### config.mk
export PLATFORM = sky130hd
export DESIGN_NAME = dbu_debug_unit
export DESIGN_NICKNAME = d
export VERILOG_FILES = /design/src/verilog/dbu_pkg.sv /design/src/verilog/dbu_debug_unit.sv /design/src/verilog/dbu_fifo.sv
export SDC_FILE = /design/constraint.sdc
export NUM_CORES = 1
export LEC_CHECK = 0
export ABC_AREA = 1
export BUFFER_PORTS_ARGS = -buffer_cell sky130_fd_sc_hd__buf_4
export CORE_ASPECT_RATIO = 1.1
export CORE_UTILIZATION = 50
export DETAILED_ROUTE_END_ITERATION = 10
export GPL_TIMING_DRIVEN = 0
export PLACE_DENSITY = 0.72
export SLEW_MARGIN = 15
export SYNTH_ARGS = -nofsm -noshare
export SYNTH_HDL_FRONTEND = slang
export SYNTH_SLANG_ARGS = --single-unit
### constraint.sdc
create_clock -name sys_clk -period 2.8 [get_ports sys_clk]
set_input_delay 0.14 -clock sys_clk [delete_from_list [all_inputs] [get_ports sys_clk]]
set_output_delay 0.14 -clock sys_clk [all_outputs]
set_load 0.02 [all_outputs]
### src/verilog/dbu_pkg.sv
package dbu_pkg;

  // ----------------------------------------
  // command bytes
  // ----------------------------------------
  localparam logic [7:0] CMD_REV = 8'h00;
  localparam logic [7:0] CMD_CNT_WR = 8'h01;
  localparam logic [7:0] CMD_STAT = 8'h02;
  localparam logic [7:0] CMD_CNT_RD = 8'h03;
  localparam logic [7:0] CMD_CTL_WR = 8'h04;
  localparam logic [7:0] CMD_CTL_RD = 8'h05;
  localparam logic [7:0] CMD_PC_WR = 8'h06;
  localparam logic [7:0] CMD_PC_RD = 8'h07;
  localparam logic [7:0] CMD_REG_WR = 8'h08;
  localparam logic [7:0] CMD_REG_RD = 8'h09;
  localparam logic [7:0] CMD_PM_WR = 8'h0a;
  localparam logic [7:0] CMD_DM_RD = 8'h0d;
  localparam logic [7:0] CMD_CRC = 8'h0e;
  localparam logic [7:0] BREAKPOINT_OPCODE = 8'h00;

  // ----------------------------------------
  // debug_control_reg and debug_status_reg layout
  // ----------------------------------------
  localparam int CTL_DBG = 7;
  localparam int CTL_BRK_EN = 6;
  localparam int CTL_LOOP = 5;
  localparam int CTL_MODE_HI = 4;
  localparam int CTL_MODE_LO = 3;
  localparam logic [7:0] CTL_RST = 8'h00;
  localparam int STAT_DBG = 7;
  localparam int STAT_IDLE = 6;
  localparam int STAT_RP = 5;
  localparam int STAT_PIN = 0;

  // counter modes
  localparam logic [1:0] MODE_OFF = 2'h0;
  localparam logic [1:0] MODE_CYC = 2'h1;
  localparam logic [1:0] MODE_DOWN = 2'h2;
  localparam logic [1:0] MODE_PCM = 2'h3;

  // ----------------------------------------
  // values and timing
  // ----------------------------------------
  localparam logic [15:0] CNT_MAX = 16'hffff;
  localparam logic [15:0] CNT_ZERO = 16'h0000;
  localparam logic [15:0] CNT_ONE = 16'h0001;
  localparam logic [15:0] ALL_ONES = 16'hffff;
  // revision value is arbitrary
  localparam logic [15:0] REV_ID = 16'h0101;
  localparam logic [11:0] PERIPH_BASE = 12'hf00;
  localparam int BREAK_CLKS = 4096;
  localparam logic [12:0] BREAK_LAST = 13'(BREAK_CLKS - 1);
  localparam logic [12:0] BREAK_ZERO = 13'h0000;
  localparam int FIFO_W = 8;
  localparam int FIFO_DEPTH = 16;
  localparam int FIFO_AW = 4;

  typedef struct packed {
    logic valid;
    logic [7:0] data;
  } dbu_rsp_s;

  typedef struct packed {
    logic valid;
    logic [7:0] code;
    logic [11:0] addr;
    logic ram_blk;
  } dbu_op_s;

endpackage
### src/verilog/dbu_debug_unit.sv
// What this block does
// clock switch with autobaud set drives a 4096-clock break and clears autobaud.
// host sends a new autobaud character after a clock change.
// breakpoint opcode 00h with breakpoints enabled stalls CPU and enters debug mode.
// breakpoints disabled: breakpoint signal ignored, opcode acts as no-operation.
// loop mode keeps CPU looping on breakpoint, still serving DMA and interrupts.
// status idle bit reads true while CPU loops on a breakpoint.
// host stops looping CPU by clearing the break-loop flag.
// after loop flag clears, next breakpoint sets debug mode flag itself.
// most commands stay disabled while looping; usable only in debug mode.
// cycle mode counts from debug exit until re-entry or FFFFh.
// cycle mode clears counter to 0000h on each debug exit.
// countdown mode keeps value, decrements, breaks at zero, freezes on entry.
// PC-match mode never resets or decrements; breaks before matching instruction.
// counter doubles as transfer byte counter and keeps CRC residue.
// host loads counter last before leaving debug mode.
// counter reads return the bitwise inverse of stored value in debug mode; command 03h outside debug returns FFFFh.
// cycle counting decrements from maximum so inverted read counts up.
// outside debug only commands 00h, 02h, 03h, 04h, 05h operate.
// read protect disables 06h, 07h and 0Ah to 0Dh.
// read protect lets 08h/09h reach peripherals, blocks on-chip RAM.
// counter write 01h, counter read 03h, CRC 0Eh unaffected by read protect.
// host sends 80h first after reset or break.
// characters are start bit, eight data bits LSB first, stop bit.
// unassigned command bytes are ignored with no action or data.
`timescale 1ns/1ps
`default_nettype none
module dbu_debug_unit (
  // clock and reset
  input wire logic sys_clk,
  input wire logic rst,
  // received command bytes
  input wire logic rx_valid,
  input wire logic [7:0] rx_byte,
  output logic rx_ready,
  // reply bytes to transmitter
  output dbu_pkg::dbu_rsp_s rsp,
  input wire logic rsp_ready,
  // debug pin, open drain
  input wire logic debug_pin_i,
  output logic debug_pin_o,
  output logic debug_pin_oe_n,
  // autobaud and clock switch
  input wire logic autobaud_set,
  input wire logic clk_switch,
  output logic autobaud_clr,
  // cpu
  input wire logic cpu_decode,
  input wire logic [7:0] cpu_opcode,
  input wire logic cpu_fetch,
  input wire logic [15:0] cpu_pc,
  output logic cpu_stall,
  output logic cpu_brk_loop,
  // transfer engine
  output dbu_pkg::dbu_op_s op,
  input wire logic xfer_load,
  input wire logic [15:0] xfer_cnt,
  input wire logic xfer_dec,
  // options and state
  input wire logic read_protect_option,
  output logic debug_mode_flag,
  output logic [15:0] debug_counter_rd
);
  import dbu_pkg::*;

  typedef enum {ST_CMD, ST_ARG_HI, ST_ARG_LO, ST_SEND_LO} dbu_state_e;

  // ----------------------------------------
  // state
  // ----------------------------------------
  dbu_state_e st_r, st_nxt;
  logic [7:0] ctl_r, ctl_nxt, cmd_r, cmd_nxt, hi_r, hi_nxt, lo_r, lo_nxt;
  logic [15:0] cnt_r, cnt_nxt;
  logic loop_r, loop_nxt;
  dbu_rsp_s rsp_r, rsp_nxt;
  dbu_op_s op_r, op_nxt;
  logic [12:0] brk_cnt_r;
  logic brk_act_r, brk_oe_n_r, clr_r, stall_r, loopo_r;
  logic [15:0] rd_r;
  logic [2:0] pin_sync_r;
  logic pin_lvl_r;
  logic f_valid;
  logic [7:0] f_byte;

  // ----------------------------------------
  // command FIFO
  // ----------------------------------------
  wire can_go = !rsp_r.valid || rsp_ready;
  wire f_pop = f_valid && can_go && (st_r != ST_SEND_LO);

  dbu_fifo #(
    .W(FIFO_W),
    .DEPTH(FIFO_DEPTH),
    .AW(FIFO_AW)
  ) u_fifo (
    .sys_clk(sys_clk),
    .rst(rst),
    .in_valid(rx_valid),
    .in_data(rx_byte), // one deframed character per byte
    .in_ready(rx_ready),
    .out_valid(f_valid),
    .out_data(f_byte),
    .out_ready(f_pop)
  );

  // ----------------------------------------
  // decode
  // ----------------------------------------
  wire dbg = ctl_r[CTL_DBG];
  wire brk_en = ctl_r[CTL_BRK_EN];
  wire loop_en = ctl_r[CTL_LOOP];
  wire [1:0] mode = ctl_r[CTL_MODE_HI:CTL_MODE_LO];
  wire rp = read_protect_option;
  wire brk_seen = cpu_decode && (cpu_opcode == BREAKPOINT_OPCODE);
  wire brk_take = brk_seen && brk_en && !dbg; // see R03
  wire loop_hit = brk_take && loop_en;
  wire stop_hit = brk_take && !loop_en;
  wire down_hit = (mode == MODE_DOWN) && !dbg && (cnt_r == CNT_ONE);
  wire pc_hit = (mode == MODE_PCM) && !dbg && cpu_fetch && (cpu_pc == cnt_r);
  wire enter = stop_hit || down_hit || pc_hit;
  wire ctl_wr = f_pop && (st_r == ST_ARG_LO) && (cmd_r == CMD_CTL_WR);
  wire exit_dbg = dbg && !ctl_nxt[CTL_DBG];
  // the mode written together with the exit decides the clear
  wire [1:0] mode_nxt = ctl_nxt[CTL_MODE_HI:CTL_MODE_LO];
  wire exit_cyc = exit_dbg && (mode_nxt == MODE_CYC);
  wire [11:0] reg_addr = {hi_r[3:0], f_byte};
  wire ram_addr = reg_addr < PERIPH_BASE;
  wire [7:0] stat = 8'((32'(dbg) << STAT_DBG) | (32'(loop_r) << STAT_IDLE)
                       | (32'(rp) << STAT_RP) | (32'(pin_lvl_r) << STAT_PIN));
  wire [15:0] cnt_view = dbg ? ~cnt_r : ALL_ONES;
  wire is_rp_cmd = (f_byte == CMD_PC_WR) || (f_byte == CMD_PC_RD)
                   || ((f_byte >= CMD_PM_WR) && (f_byte <= CMD_DM_RD));
  wire is_reg_cmd = (f_byte == CMD_REG_WR) || (f_byte == CMD_REG_RD);
  wire grant_direct = dbg && ((is_rp_cmd && !rp) || (f_byte == CMD_CRC)); // see R19

  // ----------------------------------------
  // control register and loop state
  // ----------------------------------------
  always_comb
  begin
    ctl_nxt = ctl_r;
    if (ctl_wr)
      ctl_nxt = f_byte;
    if (enter)
      ctl_nxt[CTL_DBG] = 1'b1; // see R03
    loop_nxt = loop_r;
    if (loop_hit)
      loop_nxt = 1'b1;
    else if (!ctl_nxt[CTL_LOOP] || ctl_nxt[CTL_DBG])
      loop_nxt = 1'b0;
  end

  // ----------------------------------------
  // debug counter
  // ----------------------------------------
  always_comb
  begin
    cnt_nxt = cnt_r;
    if (xfer_load)
      cnt_nxt = xfer_cnt;
    else if (f_pop && (st_r == ST_ARG_LO) && (cmd_r == CMD_CNT_WR) && dbg)
      cnt_nxt = {hi_r, f_byte};
    else if (xfer_dec && dbg)
      cnt_nxt = cnt_r - CNT_ONE;
    else if (exit_cyc)
      cnt_nxt = CNT_MAX; // see R11
    else if (!dbg && (mode == MODE_CYC || mode == MODE_DOWN) && cnt_r != CNT_ZERO)
      cnt_nxt = cnt_r - CNT_ONE; // see R10
  end

  // ----------------------------------------
  // command sequencer
  // ----------------------------------------
  always_comb
  begin
    st_nxt = st_r;
    cmd_nxt = cmd_r;
    hi_nxt = hi_r;
    lo_nxt = lo_r;
    rsp_nxt = rsp_r;
    op_nxt = '0;
    if (rsp_r.valid && rsp_ready)
      rsp_nxt.valid = 1'b0;
    case (st_r)
      ST_CMD:
        if (f_pop)
        begin
          cmd_nxt = f_byte;
          case (f_byte)
            CMD_REV:
            begin
              rsp_nxt = '{1'b1, REV_ID[15:8]};
              lo_nxt = REV_ID[7:0];
              st_nxt = ST_SEND_LO;
            end
            CMD_STAT: rsp_nxt = '{1'b1, stat};
            CMD_CTL_RD: rsp_nxt = '{1'b1, ctl_r};
            CMD_CTL_WR: st_nxt = ST_ARG_LO;
            CMD_CNT_WR: st_nxt = ST_ARG_HI;
            CMD_CNT_RD:
            begin
              rsp_nxt = '{1'b1, cnt_view[15:8]};
              lo_nxt = cnt_view[7:0];
              st_nxt = ST_SEND_LO;
            end
            default:
              if (is_reg_cmd && dbg)
                st_nxt = ST_ARG_HI;
              else if (grant_direct)
                op_nxt = '{1'b1, f_byte, 12'h000, 1'b0};
              // other bytes dropped: see R18
          endcase
        end
      ST_ARG_HI:
        if (f_pop)
        begin
          hi_nxt = f_byte;
          st_nxt = ST_ARG_LO;
        end
      ST_ARG_LO:
        if (f_pop)
        begin
          if (cmd_r == CMD_REG_WR || cmd_r == CMD_REG_RD)
            op_nxt = '{1'b1, cmd_r, reg_addr, rp && ram_addr};
          st_nxt = ST_CMD;
        end
      ST_SEND_LO:
        if (can_go)
        begin
          rsp_nxt = '{1'b1, lo_r};
          st_nxt = ST_CMD;
        end
      default: st_nxt = ST_CMD;
    endcase
  end

  // ----------------------------------------
  // clock-switch break
  // ----------------------------------------
  wire brk_start = clk_switch && autobaud_set && !brk_act_r;
  wire brk_done = brk_act_r && (brk_cnt_r == BREAK_ZERO);
  wire brk_act_nxt = brk_start || (brk_act_r && !brk_done);

  always_ff @(posedge sys_clk)
  begin
    if (rst)
    begin
      brk_act_r <= 1'b0;
      brk_oe_n_r <= 1'b1;
      brk_cnt_r <= BREAK_ZERO;
      clr_r <= 1'b0;
    end
    else
    begin
      brk_act_r <= brk_act_nxt;
      brk_oe_n_r <= !brk_act_nxt;
      brk_cnt_r <= brk_start ? BREAK_LAST : brk_cnt_r - 13'(brk_act_r && !brk_done);
      clr_r <= brk_start;
    end
  end

  // ----------------------------------------
  // pin sampling
  // ----------------------------------------
  always_ff @(posedge sys_clk)
  begin
    if (rst)
    begin
      pin_sync_r <= 3'h7;
      pin_lvl_r <= 1'b1;
    end
    else
    begin
      pin_sync_r <= {pin_sync_r[1:0], debug_pin_i};
      if (pin_sync_r[1] == pin_sync_r[2])
        pin_lvl_r <= pin_sync_r[2];
    end
  end

  // ----------------------------------------
  // main registers
  // ----------------------------------------
  always_ff @(posedge sys_clk)
  begin
    if (rst)
    begin
      st_r <= ST_CMD;
      ctl_r <= CTL_RST;
      cmd_r <= CMD_REV;
      hi_r <= 8'h00;
      lo_r <= 8'h00;
      cnt_r <= CNT_ZERO;
      loop_r <= 1'b0;
      rsp_r <= '0;
      op_r <= '0;
      stall_r <= 1'b0;
      loopo_r <= 1'b0;
      rd_r <= ALL_ONES;
    end
    else
    begin
      st_r <= st_nxt;
      ctl_r <= ctl_nxt;
      cmd_r <= cmd_nxt;
      hi_r <= hi_nxt;
      lo_r <= lo_nxt;
      cnt_r <= cnt_nxt;
      loop_r <= loop_nxt;
      rsp_r <= rsp_nxt;
      op_r <= op_nxt;
      stall_r <= ctl_nxt[CTL_DBG];
      loopo_r <= loop_nxt;
      rd_r <= ~cnt_nxt;
    end
  end

  assign rsp = rsp_r;
  assign op = op_r;
  assign debug_pin_o = 1'b0;
  assign debug_pin_oe_n = brk_oe_n_r;
  assign autobaud_clr = clr_r;
  assign cpu_stall = stall_r;
  assign cpu_brk_loop = loopo_r;
  assign debug_mode_flag = ctl_r[CTL_DBG];
  assign debug_counter_rd = rd_r;

  logic [12:0] low_len_r;
  always_ff @(posedge sys_clk)
  begin
    if (rst)
      low_len_r <= BREAK_ZERO;
    else
      low_len_r <= debug_pin_oe_n ? BREAK_ZERO : low_len_r + 13'h0001;
  end
endmodule
`default_nettype wire

### src/verilog/dbu_fifo.sv
`timescale 1ns/1ps
`default_nettype none
module dbu_fifo #(
  parameter int W = 8,
  parameter int DEPTH = 16,
  parameter int AW = 4
) (
  // clock and reset
  input wire logic sys_clk,
  input wire logic rst,
  // fill side
  input wire logic in_valid,
  input wire logic [W-1:0] in_data,
  output logic in_ready,
  // drain side
  output logic out_valid,
  output logic [W-1:0] out_data,
  input wire logic out_ready
);
  logic [W-1:0] mem [DEPTH];
  logic [AW-1:0] wp_r, rp_r, cnt_r, cnt_nxt;
  logic ready_r, ovalid_r;
  logic [W-1:0] odata_r;

  // output stage plus DEPTH-1 words of storage hold DEPTH words
  wire wr = in_valid && ready_r;
  wire pop = ovalid_r && out_ready;
  wire stage_free = !ovalid_r || pop;
  wire mem_rd = stage_free && (cnt_r != '0);
  wire byp = stage_free && (cnt_r == '0) && wr;
  wire mem_wr = wr && !byp;
  assign cnt_nxt = cnt_r + AW'(mem_wr) - AW'(mem_rd);
  assign in_ready = ready_r;
  assign out_valid = ovalid_r;
  assign out_data = odata_r;

  always_ff @(posedge sys_clk)
  begin
    if (mem_wr)
      mem[wp_r] <= in_data;
    if (mem_rd)
      odata_r <= mem[rp_r];
    else if (byp)
      odata_r <= in_data;
  end

  always_ff @(posedge sys_clk)
  begin
    if (rst)
    begin
      wp_r <= '0;
      rp_r <= '0;
      cnt_r <= '0;
      ovalid_r <= 1'b0;
      ready_r <= 1'b1;
    end
    else
    begin
      wp_r <= wp_r + AW'(mem_wr);
      rp_r <= rp_r + AW'(mem_rd);
      cnt_r <= cnt_nxt;
      ovalid_r <= mem_rd || byp || (ovalid_r && !pop);
      ready_r <= cnt_nxt != AW'(DEPTH - 1);
    end
  end
endmodule
`default_nettype wire

==> tab_implementation.tex <==
\begin{tabular}{lr}
\hline
Metric & Value \\
\hline
\multicolumn{2}{l}{\textbf{Hold path}} \\
\quad Class of the tightest hold or removal check & primary input to flop \\
\multicolumn{2}{l}{\textbf{Final layout}} \\
\quad Total number of nets in the final design & 1521 \\
\quad Sequential standard cell area & 6730 um\^{}2 \\
\quad ANT cells & 0 \\
\quad Filler cell count in the final layout & between 1500 and 2000 \\
\quad Share of layout cells above drive strength 1 & 0.164 \\
\quad Area growth syn-to-layout & 21.6\% \\
\quad Cell area after layout & approximately 14000 um\^{}2 \\
\quad Final core utilization & 0.624 \\
\quad Multi-input gate area & 4450 um\^{}2 \\
\multicolumn{2}{l}{\textbf{STA}} \\
\quad Tightest Pin Transition & 0.881 ns \\
\quad Highest clock rate & 0.367 GHz \\
\quad Final-layout worst hold slack & 0.0333 ns \\
\quad Final Max Tran Viols & 0 \\
\quad Post-Route Skew & roughly 0.0090 ns \\
\quad Setup violations, final & 0 \\
\quad Hold Fails Final Rpt & 0 \\
\quad Post-layout min period & 2.72 ns \\
\quad RSZ-0062 raised after global routing & yes \\
\quad Normalized max-slew margin & 0.408 \\
\quad Final worst path period share & 0.973 \\
\multicolumn{2}{l}{\textbf{Status}} \\
\quad Outcome & finished clean \\
\multicolumn{2}{l}{\textbf{Drt}} \\
\quad Drt first pass iters & 6 \\
\quad Met3 layer wire length in the routed design & $\sim$2.1 mm \\
\quad Top Metal Used & met4 \\
\quad Routed WL & 31.5 mm \\
\quad First DRT Iteration DRCs & 747 \\
\quad Vias after detailed routing & 9569 \\
\quad Detail-routed net length per standard cell & about 18 um \\
\quad Number of antenna-violating nets in the routed design & 0 \\
\quad Via density & 5.44 \\
\quad M1 WL & around 12 mm \\
\quad Detailed route wirelength on metal2 & 15.8 mm \\
\quad \# DRC & 0 \\
\multicolumn{2}{l}{\textbf{Floorplanning}} \\
\quad Horizontal die dimension & 148 um \\
\quad Initial core utilization & 0.513 \\
\quad Core Rows & 58 \\
\quad Die Y-Extent & 163 um \\
\quad Area of the die & about 24000 um\^{}2 \\
\quad Num ports & 114 \\
\quad Area of the core & 23000 um\^{}2 \\
\multicolumn{2}{l}{\textbf{Synth}} \\
\quad Flip-flop and latch count after synthesis & 268 \\
\quad Cell area after synthesis & 11800 um\^{}2 \\
\quad Total number of yosys warnings & 0 \\
\quad Portion of the post-synthesis area used by sequential elements & 0.570 \\
\quad Top FF cell, synth & sky130\_fd\_sc\_hd\_\_edfxtp\_1 \\
\quad Number of different library cells in the post-synthesis netlist & 47 \\
\quad Number of synthesized flops with an enable pin & 136 \\
\quad Cell count after synthesis & 1261 \\
\quad Post-Syn Area per Cell & 9.36 um\^{}2 \\
\quad Share of synthesized flip-flops with an asynchronous set or reset & 0 \\
\multicolumn{2}{l}{\textbf{Placed design}} \\
\quad Placed Area & 13000 um\^{}2 \\
\quad Routability Congestion & 0.952 \\
\quad Post-detail-place hpwl & 22.2 mm \\
\quad Buffers on Ports & 112 \\
\multicolumn{2}{l}{\textbf{Power and ir drop}} \\
\quad PwrDens & 812 nW/um\^{}2 \\
\quad Leakage Power & slightly below 6 nW \\
\quad Maximum vdd ir drop & 733 uV \\
\multicolumn{2}{l}{\textbf{Clocking}} \\
\quad Clock slew seen by the registers of the worst setup and hold paths & 0.06 ns \\
\quad CTS root buffer & sky130\_fd\_sc\_hd\_\_clkbuf\_16 \\
\quad H-tree level count & 1 \\
\quad Maximum clock insertion buffer count & 3 \\
\quad CTS buffer count & 26 \\
\quad CTS tree & yes \\
\quad Insertion delay to the later sink of the worst-skew pair & 0.54 ns \\
\quad Number of clock sinks & 268 \\
\multicolumn{2}{l}{\textbf{Critical path}} \\
\quad Peak fanout along the critical path & 10 \\
\quad Flop2flop setup slack & 0.08 ns \\
\quad Crit-path max cell delay & $\sim$0.5 ns \\
\quad Crit path arrival time & a little under 3 ns \\
\quad Startpoint type of the worst setup path & flop \\
\quad Crit path cell chain & ha\_1, buf\_6, nor2\_4, nand2\_4, inv\_1, nor2\_4, inv\_1, a21oi\_2, nand3\_1, nor2\_2 \\
\quad Worst path bufs/invs & 3 \\
\quad CP delay by family, top & simple AND/OR/NAND/NOR gates \\
\quad Setup Crit Path Kind & flop to flop \\
\quad CP Data Required Time & roughly 3.0 ns \\
\quad Element type at the critical path end & flop \\
\quad Critical-path top delay cell & sky130\_fd\_sc\_hd\_\_nor2\_2 \\
\multicolumn{2}{l}{\textbf{GRT}} \\
\quad Maximum number of pins on one net before global-route repair & 18 \\
\quad Aggregate global routing overflow & 0 \\
\quad Wire length of the first global-routing pass & just under 50 mm \\
\quad Number of global-route vias before repair & 9270 \\
\quad Initial antenna violation count & 0 \\
\quad Overall global routing resource usage & 0.260 \\
\multicolumn{2}{l}{\textbf{Run}} \\
\quad Max-cap violation count & 0 \\
\hline
\end{tabular}
## report_power, final
| part | switching [W] | internal, W | leakage, nW |
|---|---|---|---|
| Sequential | 0.000295 | 0.00459 | 2.32 |
| Clock | 0.00149 | 0.00196 | 0.406 |
| Combinational | 0.00220 | 0.00111 | 3.05 |
## metal layers
metal	vias to the layer above	track usage
met2	392	0.470
met4	0	0.108
met5	-	0
met3	77	0.0346
met1	4470	0.310
li1	4630	-
## sequential cells by signal, indices dropped and copies added (netlist names), 9 cells and up
register and flops:
brk_cnt_r 13, rsp 9, u_fifo.mem 128, op 22
debug_counter_rd 16, cnt_r 16
## placed cells by master (no fill, tap or decap), types with 9 or more instances in the layout
cell type and instances:
sky130_fd_sc_hd__a21oi_1 83, sky130_fd_sc_hd__a31oi_1 13, sky130_fd_sc_hd__buf_2 9, sky130_fd_sc_hd__buf_4 117
sky130_fd_sc_hd__clkbuf_1 39, sky130_fd_sc_hd__clkbuf_16 26, sky130_fd_sc_hd__dfxtp_1 130, sky130_fd_sc_hd__dlygate4sd3_1 33
sky130_fd_sc_hd__edfxtp_1 136, sky130_fd_sc_hd__ha_1 21, sky130_fd_sc_hd__inv_1 129, sky130_fd_sc_hd__inv_2 11
sky130_fd_sc_hd__mux2i_1 23, sky130_fd_sc_hd__nand2_1 185, sky130_fd_sc_hd__nand2_2 13, sky130_fd_sc_hd__nand3_1 54
sky130_fd_sc_hd__nor2_1 135, sky130_fd_sc_hd__nor2_2 10, sky130_fd_sc_hd__nor2_4 17, sky130_fd_sc_hd__nor3_1 24
sky130_fd_sc_hd__o211ai_1 10, sky130_fd_sc_hd__o21ai_0 105, sky130_fd_sc_hd__o221ai_1 24, sky130_fd_sc_hd__o32ai_1 9
sky130_fd_sc_hd__xnor2_1 14, sky130_fd_sc_hd__xor2_1 13
## cell usage after synthesis (14+ instances only)
library cell	instances	area (um^2)
sky130_fd_sc_hd__clkbuf_1	31	116
sky130_fd_sc_hd__a21oi_1	84	420
sky130_fd_sc_hd__nand3_1	55	275
sky130_fd_sc_hd__nor3_1	24	120
sky130_fd_sc_hd__xnor2_1	14	123
sky130_fd_sc_hd__o221ai_1	24	210
sky130_fd_sc_hd__nor2_1	153	574
sky130_fd_sc_hd__edfxtp_1	136	4080
sky130_fd_sc_hd__inv_1	129	484
sky130_fd_sc_hd__nand2_1	185	694
sky130_fd_sc_hd__mux2i_1	23	230
sky130_fd_sc_hd__o21ai_0	105	526
sky130_fd_sc_hd__ha_1	21	263
sky130_fd_sc_hd__dfxtp_1	132	2640
## through the flow
step,worst slack [ns],power [W],std cells,setup TNS [ns]
3_3_place_gp,-0.287,0.00797,1677,-23.25
4_1_cts,0.0138,0.0116,1758,0
6_report,0.0769,0.0117,1759,0
3_5_place_dp,-0.385,0.00809,1677,-30.29
5_1_grt,-0.0565,0.0122,1759,-2.39
2_1_floorplan,0.109,0.00701,1265,0
## final timing paths
check	startpoint	endpoint	depth (start not counted)
hold reg to reg	pin_sync_r[0]	pin_sync_r[1]	1
hold / removal	read_protect_option	op[0]	3
setup reg to reg	st_r[0]	u_fifo.mem[10][7]	10
setup / recovery	st_r[0]	u_fifo.mem[10][7]	10
## final cells by class
type / count / area share
buffer: 52 / 0.0170
clock buffer: 36 / 0.0494
clock inverter: 12 / 0.00924
inverter: 141 / 0.0369
multi-input combinational: 804 / 0.310
sequential: 268 / 0.469
tap: 300 / 0.0262
timing repair buffer: 146 / 0.0822
## cells by family after synthesis
kind of cell    count (synthesis)  share of synthesized area
other cells                     1                   0.000318
fa+ha+maj                      22                     0.0240
simple gates                  469                      0.174
flops                         268                      0.570
compound gates                258                      0.127
xor+xnor                       27                     0.0200
buf+inv                       193                     0.0653
mux                            23                     0.0195
## worst register-to-register path, cell delays in order (launching register included)
cell and delay [ns]:
sky130_fd_sc_hd__dfxtp_2 0.35, sky130_fd_sc_hd__ha_1 0.16, sky130_fd_sc_hd__buf_6 0.15, sky130_fd_sc_hd__nor2_4 0.05, sky130_fd_sc_hd__nand2_4 0.10, sky130_fd_sc_hd__inv_1 0.10
sky130_fd_sc_hd__nor2_4 0.14, sky130_fd_sc_hd__inv_1 0.08, sky130_fd_sc_hd__a21oi_2 0.35, sky130_fd_sc_hd__nand3_1 0.37, sky130_fd_sc_hd__nor2_2 0.50
## what timing repair did
action,in CTS,in global routing
buffers inserted,0,1
cloned,0,0
endpoints found under the setup margin,132,76
resized for setup,30,8
pin swaps,0,1
hold buffers,33,0
endpoints found under the hold margin,163,0
(Power assumes the default switching activity.)
